File: src/verilog/sfr_pkg.sv
// Purpose: shared constants and types for the dual-cpu status flag block
// Assumes: two cpus, 8-bit status bytes, one system clock
// Notes:   bit positions, offsets and reset values are defined here; the monitor also writes some as literals

package sfr_pkg;

  // data and machine widths
  localparam int SFR_W    = 8;
  localparam int SFR_NCPU = 2;
  localparam int SFR_AW   = 4;

  // status byte bit positions
  localparam int SFR_BIT_C = 0;
  localparam int SFR_BIT_Z = 1;
  localparam int SFR_BIT_I = 2;
  localparam int SFR_BIT_D = 3;
  localparam int SFR_BIT_B = 4;
  localparam int SFR_BIT_U = 5;
  localparam int SFR_BIT_V = 6;
  localparam int SFR_BIT_N = 7;

  // reset value: irq disable set, decimal clear, the rest held at zero
  localparam logic [7:0] SFR_STATUS_RST = 8'h04;

  // register offsets on the software port
  localparam logic [3:0] SFR_OFF_STATUS_A = 4'h0;
  localparam logic [3:0] SFR_OFF_STATUS_B = 4'h1;
  localparam logic [3:0] SFR_OFF_BUSY     = 4'h2;

  // timing: clock period and the extra cycle of decimal arithmetic
  localparam int SFR_CLK_NS    = 10;
  localparam int SFR_DEC_EXTRA = 1;

  // flag operations a cpu core can request
  typedef enum logic [4:0] {
    SFR_OP_NONE      = 5'h00,
    SFR_OP_ADC       = 5'h01,
    SFR_OP_SBC       = 5'h02,
    SFR_OP_RESULT_NZ = 5'h03,
    SFR_OP_RESULT_NZC= 5'h04,
    SFR_OP_BIT       = 5'h05,
    SFR_OP_PULL      = 5'h06,
    SFR_OP_SET_C     = 5'h07,
    SFR_OP_CLR_C     = 5'h08,
    SFR_OP_SET_DEC   = 5'h09,
    SFR_OP_CLR_DEC   = 5'h0A,
    SFR_OP_SET_IRQD  = 5'h0B,
    SFR_OP_CLR_IRQD  = 5'h0C,
    SFR_OP_CLR_OVF   = 5'h0D,
    SFR_OP_ENTER_BRK = 5'h0E,
    SFR_OP_ENTER_IRQ = 5'h0F,
    SFR_OP_ENTER_NMI = 5'h10
  } sfr_op_e;

  // per-cpu sequencer states
  typedef enum logic [1:0] {
    SFR_ST_IDLE = 2'b00,
    SFR_ST_DEC  = 2'b01
  } sfr_state_e;

  // request from a cpu core
  typedef struct packed {
    logic       valid;
    sfr_op_e    op;
    logic [7:0] opnd_a;
    logic [7:0] opnd_b;
    logic [7:0] data;
  } sfr_req_s;

  // answer back to a cpu core
  typedef struct packed {
    logic       done;
    logic [7:0] result;
  } sfr_ans_s;

endpackage

File: src/verilog/sfr_bin_adder.sv
// Purpose: 8-bit binary add or subtract with carry and signed overflow
// Assumes: subtract is a plus inverted b plus carry (carry = not borrow)
// Notes:   purely combinational

`timescale 1ns/1ps

module sfr_bin_adder (
  input  wire logic [7:0] a,    // accumulator operand
  input  wire logic [7:0] b,    // memory operand
  input  wire logic       cin,  // carry in
  input  wire logic       sub,  // high for subtract
  output logic      [7:0] sum,  // result byte
  output logic            cout, // carry out of bit 7
  output logic            ovf   // signed overflow
);

  logic [7:0] b_eff;
  logic [8:0] full;

  // subtract folds into add through one's complement
  always_comb begin
    b_eff = sub ? ~b : b;
    full  = {1'b0, a} + {1'b0, b_eff} + {8'h00, cin};
    sum   = full[7:0];
    cout  = full[8];
    // sign flips wrongly when both inputs agree and the result does not
    ovf   = (a[7] == b_eff[7]) && (full[7] != a[7]);
  end

endmodule

File: src/verilog/sfr_dec_adjust.sv
// Purpose: packed bcd add and subtract on two digit pairs
// Assumes: operands are valid bcd; carry in means no borrow on subtract
// Notes:   combinational; the caller spends an extra cycle around it

`timescale 1ns/1ps

module sfr_dec_adjust (
  input  wire logic [7:0] a,    // accumulator operand
  input  wire logic [7:0] b,    // memory operand
  input  wire logic       cin,  // carry in
  input  wire logic       sub,  // high for subtract
  output logic      [7:0] sum,  // bcd result
  output logic            cout  // decimal carry, or not borrow
);

  logic [4:0] lo;
  logic [4:0] hi;
  logic       lo_c;
  logic       hi_c;

  // digit-wise correction by six on carry or borrow
  always_comb begin
    lo   = 5'h00;
    hi   = 5'h00;
    lo_c = 1'b0;
    hi_c = 1'b0;
    if (sub) begin
      lo   = {1'b0, a[3:0]} - {1'b0, b[3:0]} - {4'h0, ~cin};
      lo_c = lo[4];
      if (lo_c) begin
        lo = lo - 5'h06;
      end
      hi   = {1'b0, a[7:4]} - {1'b0, b[7:4]} - {4'h0, lo_c};
      hi_c = hi[4];
      if (hi_c) begin
        hi = hi - 5'h06;
      end
      cout = ~hi_c;
    end else begin
      lo   = {1'b0, a[3:0]} + {1'b0, b[3:0]} + {4'h0, cin};
      lo_c = (lo > 5'h09);
      if (lo_c) begin
        lo = lo + 5'h06;
      end
      hi   = {1'b0, a[7:4]} + {1'b0, b[7:4]} + {4'h0, lo_c};
      hi_c = (hi > 5'h09);
      if (hi_c) begin
        hi = hi + 5'h06;
      end
      cout = hi_c;
    end
    sum = {hi[3:0], lo[3:0]};
  end

endmodule

File: src/verilog/sfr_flag_regs.sv
// Purpose: two independent cpu status registers with their flag logic
// Assumes: each cpu core issues one flag request per instruction step
// Notes:   software port reads both status bytes and may overwrite them
//          a software write loses to a same-cycle instruction update
//
// Overview of operation
// - decimal flag selects bcd add and subtract
// - decimal add or subtract takes one extra cycle
// - only set, clear, pull change decimal flag; a software port write also changes it here
// - reset clears decimal flag on both cpus
// - break flag marks break versus irq entry
// - add and subtract set overflow on sign error
// - clear overflow touches only its own cpu
// - bit test copies bits 6, 7 into flags
// - overflow changed by five instruction kinds only
// - negative flag follows result bit 7
// - negative flag updated by result instructions, bit test and pull
// - status byte bit layout is fixed
// - reset sets irq disable, clears decimal
// - one independent status register per cpu
// - interrupt acceptance sets irq disable, masks irqs
// - irq disable set, cleared, or pulled by instructions
// - zero flag set when result all zero
// - carry flag follows carry out of bit 7

`timescale 1ns/1ps

module sfr_flag_regs (
  input  wire logic                      clk_sys,    // system clock, 100 MHz
  input  wire logic                      reset,      // synchronous, active high
  input  wire sfr_pkg::sfr_req_s [1:0]   req,        // flag request per cpu
  output sfr_pkg::sfr_ans_s      [1:0]   ans,        // result and done per cpu
  output logic                   [1:0][7:0] status,  // status byte per cpu
  output logic                   [1:0]   irq_enable, // maskable irq allowed
  output logic                   [1:0]   busy,       // decimal cycle running
  input  wire logic              [3:0]   reg_addr,   // register offset
  input  wire logic              [7:0]   reg_wdata,  // write data
  input  wire logic                      reg_wr,     // write strobe
  input  wire logic                      reg_rd,     // read strobe
  output logic                   [7:0]   reg_rdata   // read data, next cycle
);

  import sfr_pkg::*;

  // one generate index, one cpu per pass
  genvar g;

  // one copy of the whole flag machine per cpu, nothing shared
  generate
    for (g = 0; g < SFR_NCPU; g = g + 1) begin : cpu
      localparam logic [3:0] MY_OFF = (g == 0) ? SFR_OFF_STATUS_A : SFR_OFF_STATUS_B;

      // sequencer state of this cpu
      sfr_state_e state;
      sfr_state_e next_state;

      // next values worked out by the flag logic
      logic [7:0] next_flags;
      logic [7:0] next_result;
      logic       next_done;
      logic       instr_upd;

      // request decode and software hit
      logic       is_sub;
      logic       wr_hit;

      // binary adder outputs
      logic [7:0] bin_sum;
      logic       bin_cout;
      logic       bin_ovf;

      // decimal adjuster outputs
      logic [7:0] dec_sum;
      logic       dec_cout;

      // operands held for the bcd cycle, refreshed every idle cycle
      logic [7:0] lat_a;
      logic [7:0] lat_b;
      logic       lat_cin;
      logic       lat_sub;
      logic       lat_ovf;

      // subtract selects the inverted operand in the binary adder and the subtract path in the bcd one
      assign is_sub = (req[g].op == SFR_OP_SBC);
      // a write only hits the status byte of this cpu
      assign wr_hit = reg_wr && (reg_addr == MY_OFF);

      // binary path works straight off the request
      sfr_bin_adder u_bin (
        .a    (req[g].opnd_a),
        .b    (req[g].opnd_b),
        .cin  (status[g][SFR_BIT_C]),
        .sub  (is_sub),
        .sum  (bin_sum),
        .cout (bin_cout),
        .ovf  (bin_ovf)
      );

      // decimal path works off latched operands, hence the extra cycle
      sfr_dec_adjust u_dec (
        .a    (lat_a),
        .b    (lat_b),
        .cin  (lat_cin),
        .sub  (lat_sub),
        .sum  (dec_sum),
        .cout (dec_cout)
      );

      // next flags, result and sequencer step
      always_comb begin
        next_flags  = status[g];
        next_result = ans[g].result;
        next_done   = 1'b0;
        next_state  = state;
        instr_upd   = 1'b0;
        // idle takes requests, the decimal state finishes a bcd operation
        case (state)
          SFR_ST_IDLE: begin
            // a request counts only while idle; busy refuses it
            if (req[g].valid) begin
              instr_upd = 1'b1;
              next_done = 1'b1;
              case (req[g].op)
                // carry in is the current carry flag
                SFR_OP_ADC, SFR_OP_SBC: begin
                  if (status[g][SFR_BIT_D]) begin
                    // hold the answer back one cycle for bcd correction
                    next_done  = 1'b0;
                    next_state = SFR_ST_DEC;
                  end else begin
                    // binary result lands at once
                    next_result             = bin_sum;
                    next_flags[SFR_BIT_N]   = bin_sum[7];
                    next_flags[SFR_BIT_Z]   = (bin_sum == 8'h00);
                    next_flags[SFR_BIT_C]   = bin_cout;
                    next_flags[SFR_BIT_V]   = bin_ovf;
                  end
                end
                // loads, logic ops and moves hand in their result
                SFR_OP_RESULT_NZ: begin
                  next_result           = req[g].data;
                  next_flags[SFR_BIT_N] = req[g].data[7];
                  next_flags[SFR_BIT_Z] = (req[g].data == 8'h00);
                end
                SFR_OP_RESULT_NZC: begin
                  // shifts and compares hand in their own carry out
                  next_result           = req[g].data;
                  next_flags[SFR_BIT_N] = req[g].data[7];
                  next_flags[SFR_BIT_Z] = (req[g].data == 8'h00);
                  next_flags[SFR_BIT_C] = req[g].opnd_b[0];
                end
                // memory bits 7 and 6 land in n and v, z from the and
                SFR_OP_BIT: begin
                  next_flags[SFR_BIT_N] = req[g].data[7];
                  next_flags[SFR_BIT_V] = req[g].data[6];
                  next_flags[SFR_BIT_Z] = ((req[g].opnd_a & req[g].data) == 8'h00);
                end
                SFR_OP_PULL: begin
                  // break bit is not loaded by a pull, so it keeps its stored value
                  next_flags[SFR_BIT_N] = req[g].data[SFR_BIT_N];
                  next_flags[SFR_BIT_V] = req[g].data[SFR_BIT_V];
                  next_flags[SFR_BIT_D] = req[g].data[SFR_BIT_D];
                  next_flags[SFR_BIT_I] = req[g].data[SFR_BIT_I];
                  next_flags[SFR_BIT_Z] = req[g].data[SFR_BIT_Z];
                  next_flags[SFR_BIT_C] = req[g].data[SFR_BIT_C];
                end
                // carry control by program
                SFR_OP_SET_C: begin
                  next_flags[SFR_BIT_C] = 1'b1;
                end
                // clear carry before a fresh add
                SFR_OP_CLR_C: begin
                  next_flags[SFR_BIT_C] = 1'b0;
                end
                // decimal mode only moves on program request
                SFR_OP_SET_DEC: begin
                  next_flags[SFR_BIT_D] = 1'b1;
                end
                // back to binary arithmetic
                SFR_OP_CLR_DEC: begin
                  next_flags[SFR_BIT_D] = 1'b0;
                end
                // mask maskable requests
                SFR_OP_SET_IRQD: begin
                  next_flags[SFR_BIT_I] = 1'b1;
                end
                // let maskable requests through
                SFR_OP_CLR_IRQD: begin
                  next_flags[SFR_BIT_I] = 1'b0;
                end
                // own cpu only, the other copy never sees it
                SFR_OP_CLR_OVF: begin
                  next_flags[SFR_BIT_V] = 1'b0;
                end
                // software break marks its entry and masks irqs
                SFR_OP_ENTER_BRK: begin
                  next_flags[SFR_BIT_B] = 1'b1;
                  next_flags[SFR_BIT_I] = 1'b1;
                end
                SFR_OP_ENTER_IRQ: begin
                  // a masked request is ignored and answered with no change
                  if (!status[g][SFR_BIT_I]) begin
                    next_flags[SFR_BIT_B] = 1'b0;
                    next_flags[SFR_BIT_I] = 1'b1;
                  end
                end
                // non-maskable entry ignores the mask but still sets it
                SFR_OP_ENTER_NMI: begin
                  next_flags[SFR_BIT_B] = 1'b0;
                  next_flags[SFR_BIT_I] = 1'b1;
                end
                // unknown codes are dropped with no answer
                default: begin
                  instr_upd = 1'b0;
                  next_done = 1'b0;
                end
              endcase
            end
          end
          SFR_ST_DEC: begin
            // overflow keeps its binary meaning even in decimal mode
            instr_upd             = 1'b1;
            next_done             = 1'b1;
            next_result           = dec_sum;
            next_flags[SFR_BIT_N] = dec_sum[7];
            next_flags[SFR_BIT_Z] = (dec_sum == 8'h00);
            next_flags[SFR_BIT_C] = dec_cout;
            next_flags[SFR_BIT_V] = lat_ovf;
            next_state            = SFR_ST_IDLE;
          end
          default: begin
            next_state = SFR_ST_IDLE;
          end
        endcase
        // software overwrite loses to a same-cycle instruction update
        if (wr_hit && !instr_upd) begin
          next_flags = reg_wdata;
        end
        // bit 5 has no storage and always reads zero
        next_flags[SFR_BIT_U] = 1'b0;
      end

      // sequencer and decimal operand latch
      always_ff @(posedge clk_sys) begin
        if (reset) begin
          state   <= SFR_ST_IDLE;
          busy[g] <= 1'b0;
          lat_a   <= 8'h00;
          lat_b   <= 8'h00;
          lat_cin <= 1'b0;
          lat_sub <= 1'b0;
          lat_ovf <= 1'b0;
        end else begin
          state   <= next_state;
          busy[g] <= (next_state == SFR_ST_DEC);
          // sampling every idle cycle saves a separate load enable
          if (state == SFR_ST_IDLE) begin
            lat_a   <= req[g].opnd_a;
            lat_b   <= req[g].opnd_b;
            lat_cin <= status[g][SFR_BIT_C];
            lat_sub <= is_sub;
            lat_ovf <= bin_ovf;
          end
        end
      end

      // status byte and the irq gate derived from it
      always_ff @(posedge clk_sys) begin
        if (reset) begin
          status[g]     <= SFR_STATUS_RST;
          irq_enable[g] <= 1'b0;
        end else begin
          // irq gate taken from the next value so it never lags the byte
          status[g]     <= next_flags;
          irq_enable[g] <= ~next_flags[SFR_BIT_I];
        end
      end

      // answer to the core, done is a one-cycle pulse
      always_ff @(posedge clk_sys) begin
        if (reset) begin
          ans[g] <= '0;
        end else begin
          ans[g].done   <= next_done;
          ans[g].result <= next_result;
        end
      end
    end
  endgenerate

  // software read port, data valid only in the cycle after the strobe
  always_ff @(posedge clk_sys) begin
    if (reset) begin
      reg_rdata <= 8'h00;
    end else if (reg_rd) begin
      // unmapped offsets read as zero
      case (reg_addr)
        SFR_OFF_STATUS_A: reg_rdata <= status[0];
        SFR_OFF_STATUS_B: reg_rdata <= status[1];
        SFR_OFF_BUSY:     reg_rdata <= {6'h00, busy};
        default:          reg_rdata <= 8'h00;
      endcase
    end else begin
      // drop back to zero so stale data never reads as fresh
      reg_rdata <= 8'h00;
    end
  end

endmodule

File: config.mk
export PLATFORM = sky130hd
export DESIGN_NAME = sfr_flag_regs
export DESIGN_NICKNAME = d
export VERILOG_FILES = /design/src/verilog/sfr_pkg.sv /design/src/verilog/sfr_bin_adder.sv /design/src/verilog/sfr_dec_adjust.sv /design/src/verilog/sfr_flag_regs.sv
export SDC_FILE = /design/constraint.sdc
export NUM_CORES = 1
export LEC_CHECK = 0
export BUFFER_PORTS_ARGS = -buffer_cell sky130_fd_sc_hd__buf_2
export CELL_PAD_IN_SITES_DETAIL_PLACEMENT = 0
export CELL_PAD_IN_SITES_GLOBAL_PLACEMENT = 2
export CORE_ASPECT_RATIO = 0.6
export CORE_UTILIZATION = 31
export DETAILED_ROUTE_END_ITERATION = 7
export PLACE_DENSITY = 0.79
export SLEW_MARGIN = 15
export SYNTH_ARGS = -nofsm -noshare
export SYNTH_HDL_FRONTEND = slang
export SYNTH_HIERARCHICAL = 1
export SYNTH_SLANG_ARGS = --single-unit
File: constraint.sdc
create_clock -name clk_sys -period 5.3 [get_ports clk_sys]
set_clock_uncertainty 0.2 [all_clocks]
set_input_delay 0.53 -clock clk_sys [delete_from_list [all_inputs] [get_ports clk_sys]]
set_output_delay 0.53 -clock clk_sys [all_outputs]
set_load 0.05 [all_outputs]
==> out/metrics.cfg <==
[cts]
clkSinkCount=85
cts.clk_slew.worst_paths_ns=0.07
insertion_delay_ns=0.37
cts_tree=built
htree_num_levels=3
hold_buffers=0
cts-buffers-inserted=9
cts_root_buffer=clkbuf_16
clockBufferDepth=2

[setup_path]
crit_fanout=3
required_ns=5.40
crit_type=reg2reg
startpoint_type=flip-flop
path_cells=inv_1 > fa_2 > inv_2 > fa_2 > xnor2_2 > inv_2 > ha_4 > a221o_1 > nand2_2 > fa_2 > fa_2 > inv_1 > ha_2 > nand2b_4 > o2111ai_1 > a21boi_1 > or3_1 > a31o_2 > nor3_2 > nand3_1 > a2111o_1 > o21ai_1
crit_top_cell=fa_2
crit_path_top_delay_cell=fa_2
end_kind=flip-flop
critPathMaxStageDelay_ns=0.45
arrival_ns=5.17
r2r_slack_ns=0.23
path_delay_family=adder cells
path_buf_inv=4

[final_layout]
nFillCells=2599
layout.cells.non_filler=1478
drive_above_1_share=0.229
fin_area_sq_um=9560
layout_common_cells=nand2_1 (122), buf_2 (117), dfxtp_1 (81)
final_common_cell=nand2_1
syn_to_final_growth_pct=20.7
finalNetCount=1304

[placement]
dp_worst_setup_slack_ns=-0.187
dp.cells=1449
place.gp.congestion=0.867
placed_area_sq_um=8990
io_buffers=117
dp_hpwl_mm=21.8

[routing]
drt_wl_total_mm=27.5
dr.first_iter.drc_count=696
routed-wl-met3_mm=1.75
ant_nets=0
drt-wirelength-per-cell_microns=18.6
vias=7787
via_per_inst=5.27
topRoutingLayerUsed=met5
wl_met2_mm=9.33
wl_met1_mm=16.2
drc_errors=0
firstDrtPassIters=5

[synth]
synthCells=1017
synth_area_sq_um=7920
ys_seq_area_frac=0.215
ys_ff_latch=85
yosys_most_used_dff=dfxtp_1
ys_warn_count=6
async_flop_share=0
syn_avg_cell_area_sq_um=7.79
synth-edff-count=0
ys_types=88

[global_routing]
grt_overflow=0
grt_pass1_vias=6941
grt_pass1_wl_mm=42.1
antenna_found_initial=4
grt.total_usage=0.209
grt_max_degree=69

[power]
powerDensity_nw_per_um2=239
leakagePower_nw=4.22
ir_worst_vdd_mv=0.127

[die]
rows=44
ioPinCount=122
die_h_microns=126
start_util=0.322
die_w_microns=208
core_sq_um=24600
dieArea_sq_um=26200

[sta]
fin_crit_ns=5.07
maxSlewViolCount=0
fmax_mhz=197
finalSetupViolations=0
tightest_slew_ns=0.840
hold_ws_ns=0.226
period_share=0.957
slew_headroom=0.440
finalHoldViolations=0
setup_ws_ns=0.230
tns_ns=0

[flow_run]
drv_cap=0

[worst_hold_path]
hp-class=in2reg

[outcome]
outcome=finished clean

-- flip-flops by register name, indices dropped and copies added (netlist names) --
| signal | flops |
|---|---|
| cpu.lat_a | 16 |
| status | 14 |
| cpu.lat_cin | 2 |
| cpu.lat_b | 16 |
| cpu.state | 4 |
| ans | 18 |
| irq_enable | 2 |
| reg_rdata | 7 |
| cpu.lat_ovf | 2 |
| cpu.lat_sub | 2 |
| busy | 2 |
-- layout make-up --
type | instances | area (sq um) | area share
Multi-Input combinational cell | 810 | 5900 | 0.617
Sequential cell | 85 | 1710 | 0.179
Timing Repair Buffer | 169 | 976 | 0.102
Tap cell | 322 | 403 | 0.0421
Inverter | 75 | 282 | 0.0294
Clock buffer | 11 | 253 | 0.0264
Clock inverter | 5 | 41.3 | 0.00432
Antenna cell | 1 | 2.50 | 0.000262
-- cell usage after synthesis, drive strengths merged, types with 4 or more instances --
cell type / instances / area share
nand2: 124 / 0.059
dfxtp: 85 / 0.21
a21oi: 79 / 0.051
nor2: 74 / 0.035
inv: 73 / 0.035
o21ai: 62 / 0.040
ha: 58 / 0.092
nor2b: 34 / 0.027
xor2: 32 / 0.035
mux2i: 28 / 0.035
clkbuf: 27 / 0.013
buf: 24 / 0.018
nor4: 21 / 0.020
fa: 20 / 0.051
nand2b: 18 / 0.014
xnor2: 17 / 0.019
nand3: 15 / 0.0095
a31oi: 14 / 0.011
nor3: 11 / 0.0069
a22o: 10 / 0.011
a32oi: 10 / 0.011
a211o: 9 / 0.0099
a211oi: 9 / 0.010
a21boi: 9 / 0.0085
a22oi: 9 / 0.0085
nand4: 9 / 0.0071
nor3b: 9 / 0.0098
o31a: 9 / 0.0099
and3b: 8 / 0.0088
o21a: 8 / 0.0076
or3: 8 / 0.0063
o31ai: 7 / 0.0079
or2: 7 / 0.0055
nand3b: 6 / 0.0057
mux2: 5 / 0.0076
a2111oi: 4 / 0.0054
nor4b: 4 / 0.0052
o2111ai: 4 / 0.0044
o22ai: 4 / 0.0039
or4: 4 / 0.0047
-- worst register-to-register path, delay by kind of cell (launching register included) --
family / cells / cell delay, ns
AO/OA/AOI/OAI: 6 / 1.40
XOR/XNOR: 1 / 0.22
flip-flops: 1 / 0.32
AND/OR/NAND/NOR: 5 / 0.84
adder cells (fa/ha/maj): 6 / 1.73
buffers and inverters: 4 / 0.31
-- where the power goes --
part           switching, W  internal, W  total, W
Sequential        0.0000267     0.000663  0.000690
Combinational      0.000547     0.000392  0.000939
Clock              0.000306     0.000348  0.000654
Total              0.000880      0.00140   0.00228
-- per-stage QoR --
step	total power, W	util
floorplan	0.00128	-
global placement	0.00156	0.365
detailed placement	0.00156	0.365
CTS	0.00223	0.379
global route	0.00243	0.388
finish	0.00228	0.388
-- worst paths after layout --
| check | from | to | cells after the start |
|---|---|---|---|
| hold / removal | req[44] | cpu[1].lat_b[6] | 3 |
| hold reg to reg | ans[16] | ans[16] | 2 |
| setup / recovery | cpu[0].lat_cin | status[1] | 22 |
| setup reg to reg | cpu[0].lat_cin | status[1] | 22 |
-- kinds of logic (layout without fill, tap and decap cells) --
group | Yosys count | count (layout) | synth area share
flip-flops | 85 | 85 | 0.215
other | 1 | 6 | 0.000473
adder cells (fa/ha/maj) | 78 | 78 | 0.142
XOR/XNOR | 51 | 51 | 0.0598
multiplexers | 33 | 33 | 0.0429
AO/OA/AOI/OAI | 275 | 275 | 0.232
buffers and inverters | 126 | 260 | 0.0663
AND/OR/NAND/NOR | 368 | 368 | 0.241
-- per-layer routing --
| metal | vias to the layer above | GRT usage |
|---|---|---|
| li1 | 3871 | - |
| met1 | 3653 | 0.365 |
| met2 | 247 | 0.238 |
| met3 | 12 | 0.0466 |
| met4 | 4 | 0.0331 |
| met5 | - | 0 |
-- what timing repair did --
action / in CTS / in global routing
setup endpoints to repair: 2 / 3
buffers inserted: 0 / 12
pin swaps: 1 / 28
resized for setup: 9 / 42
Note: power is estimated with default switching activity, not from simulation.
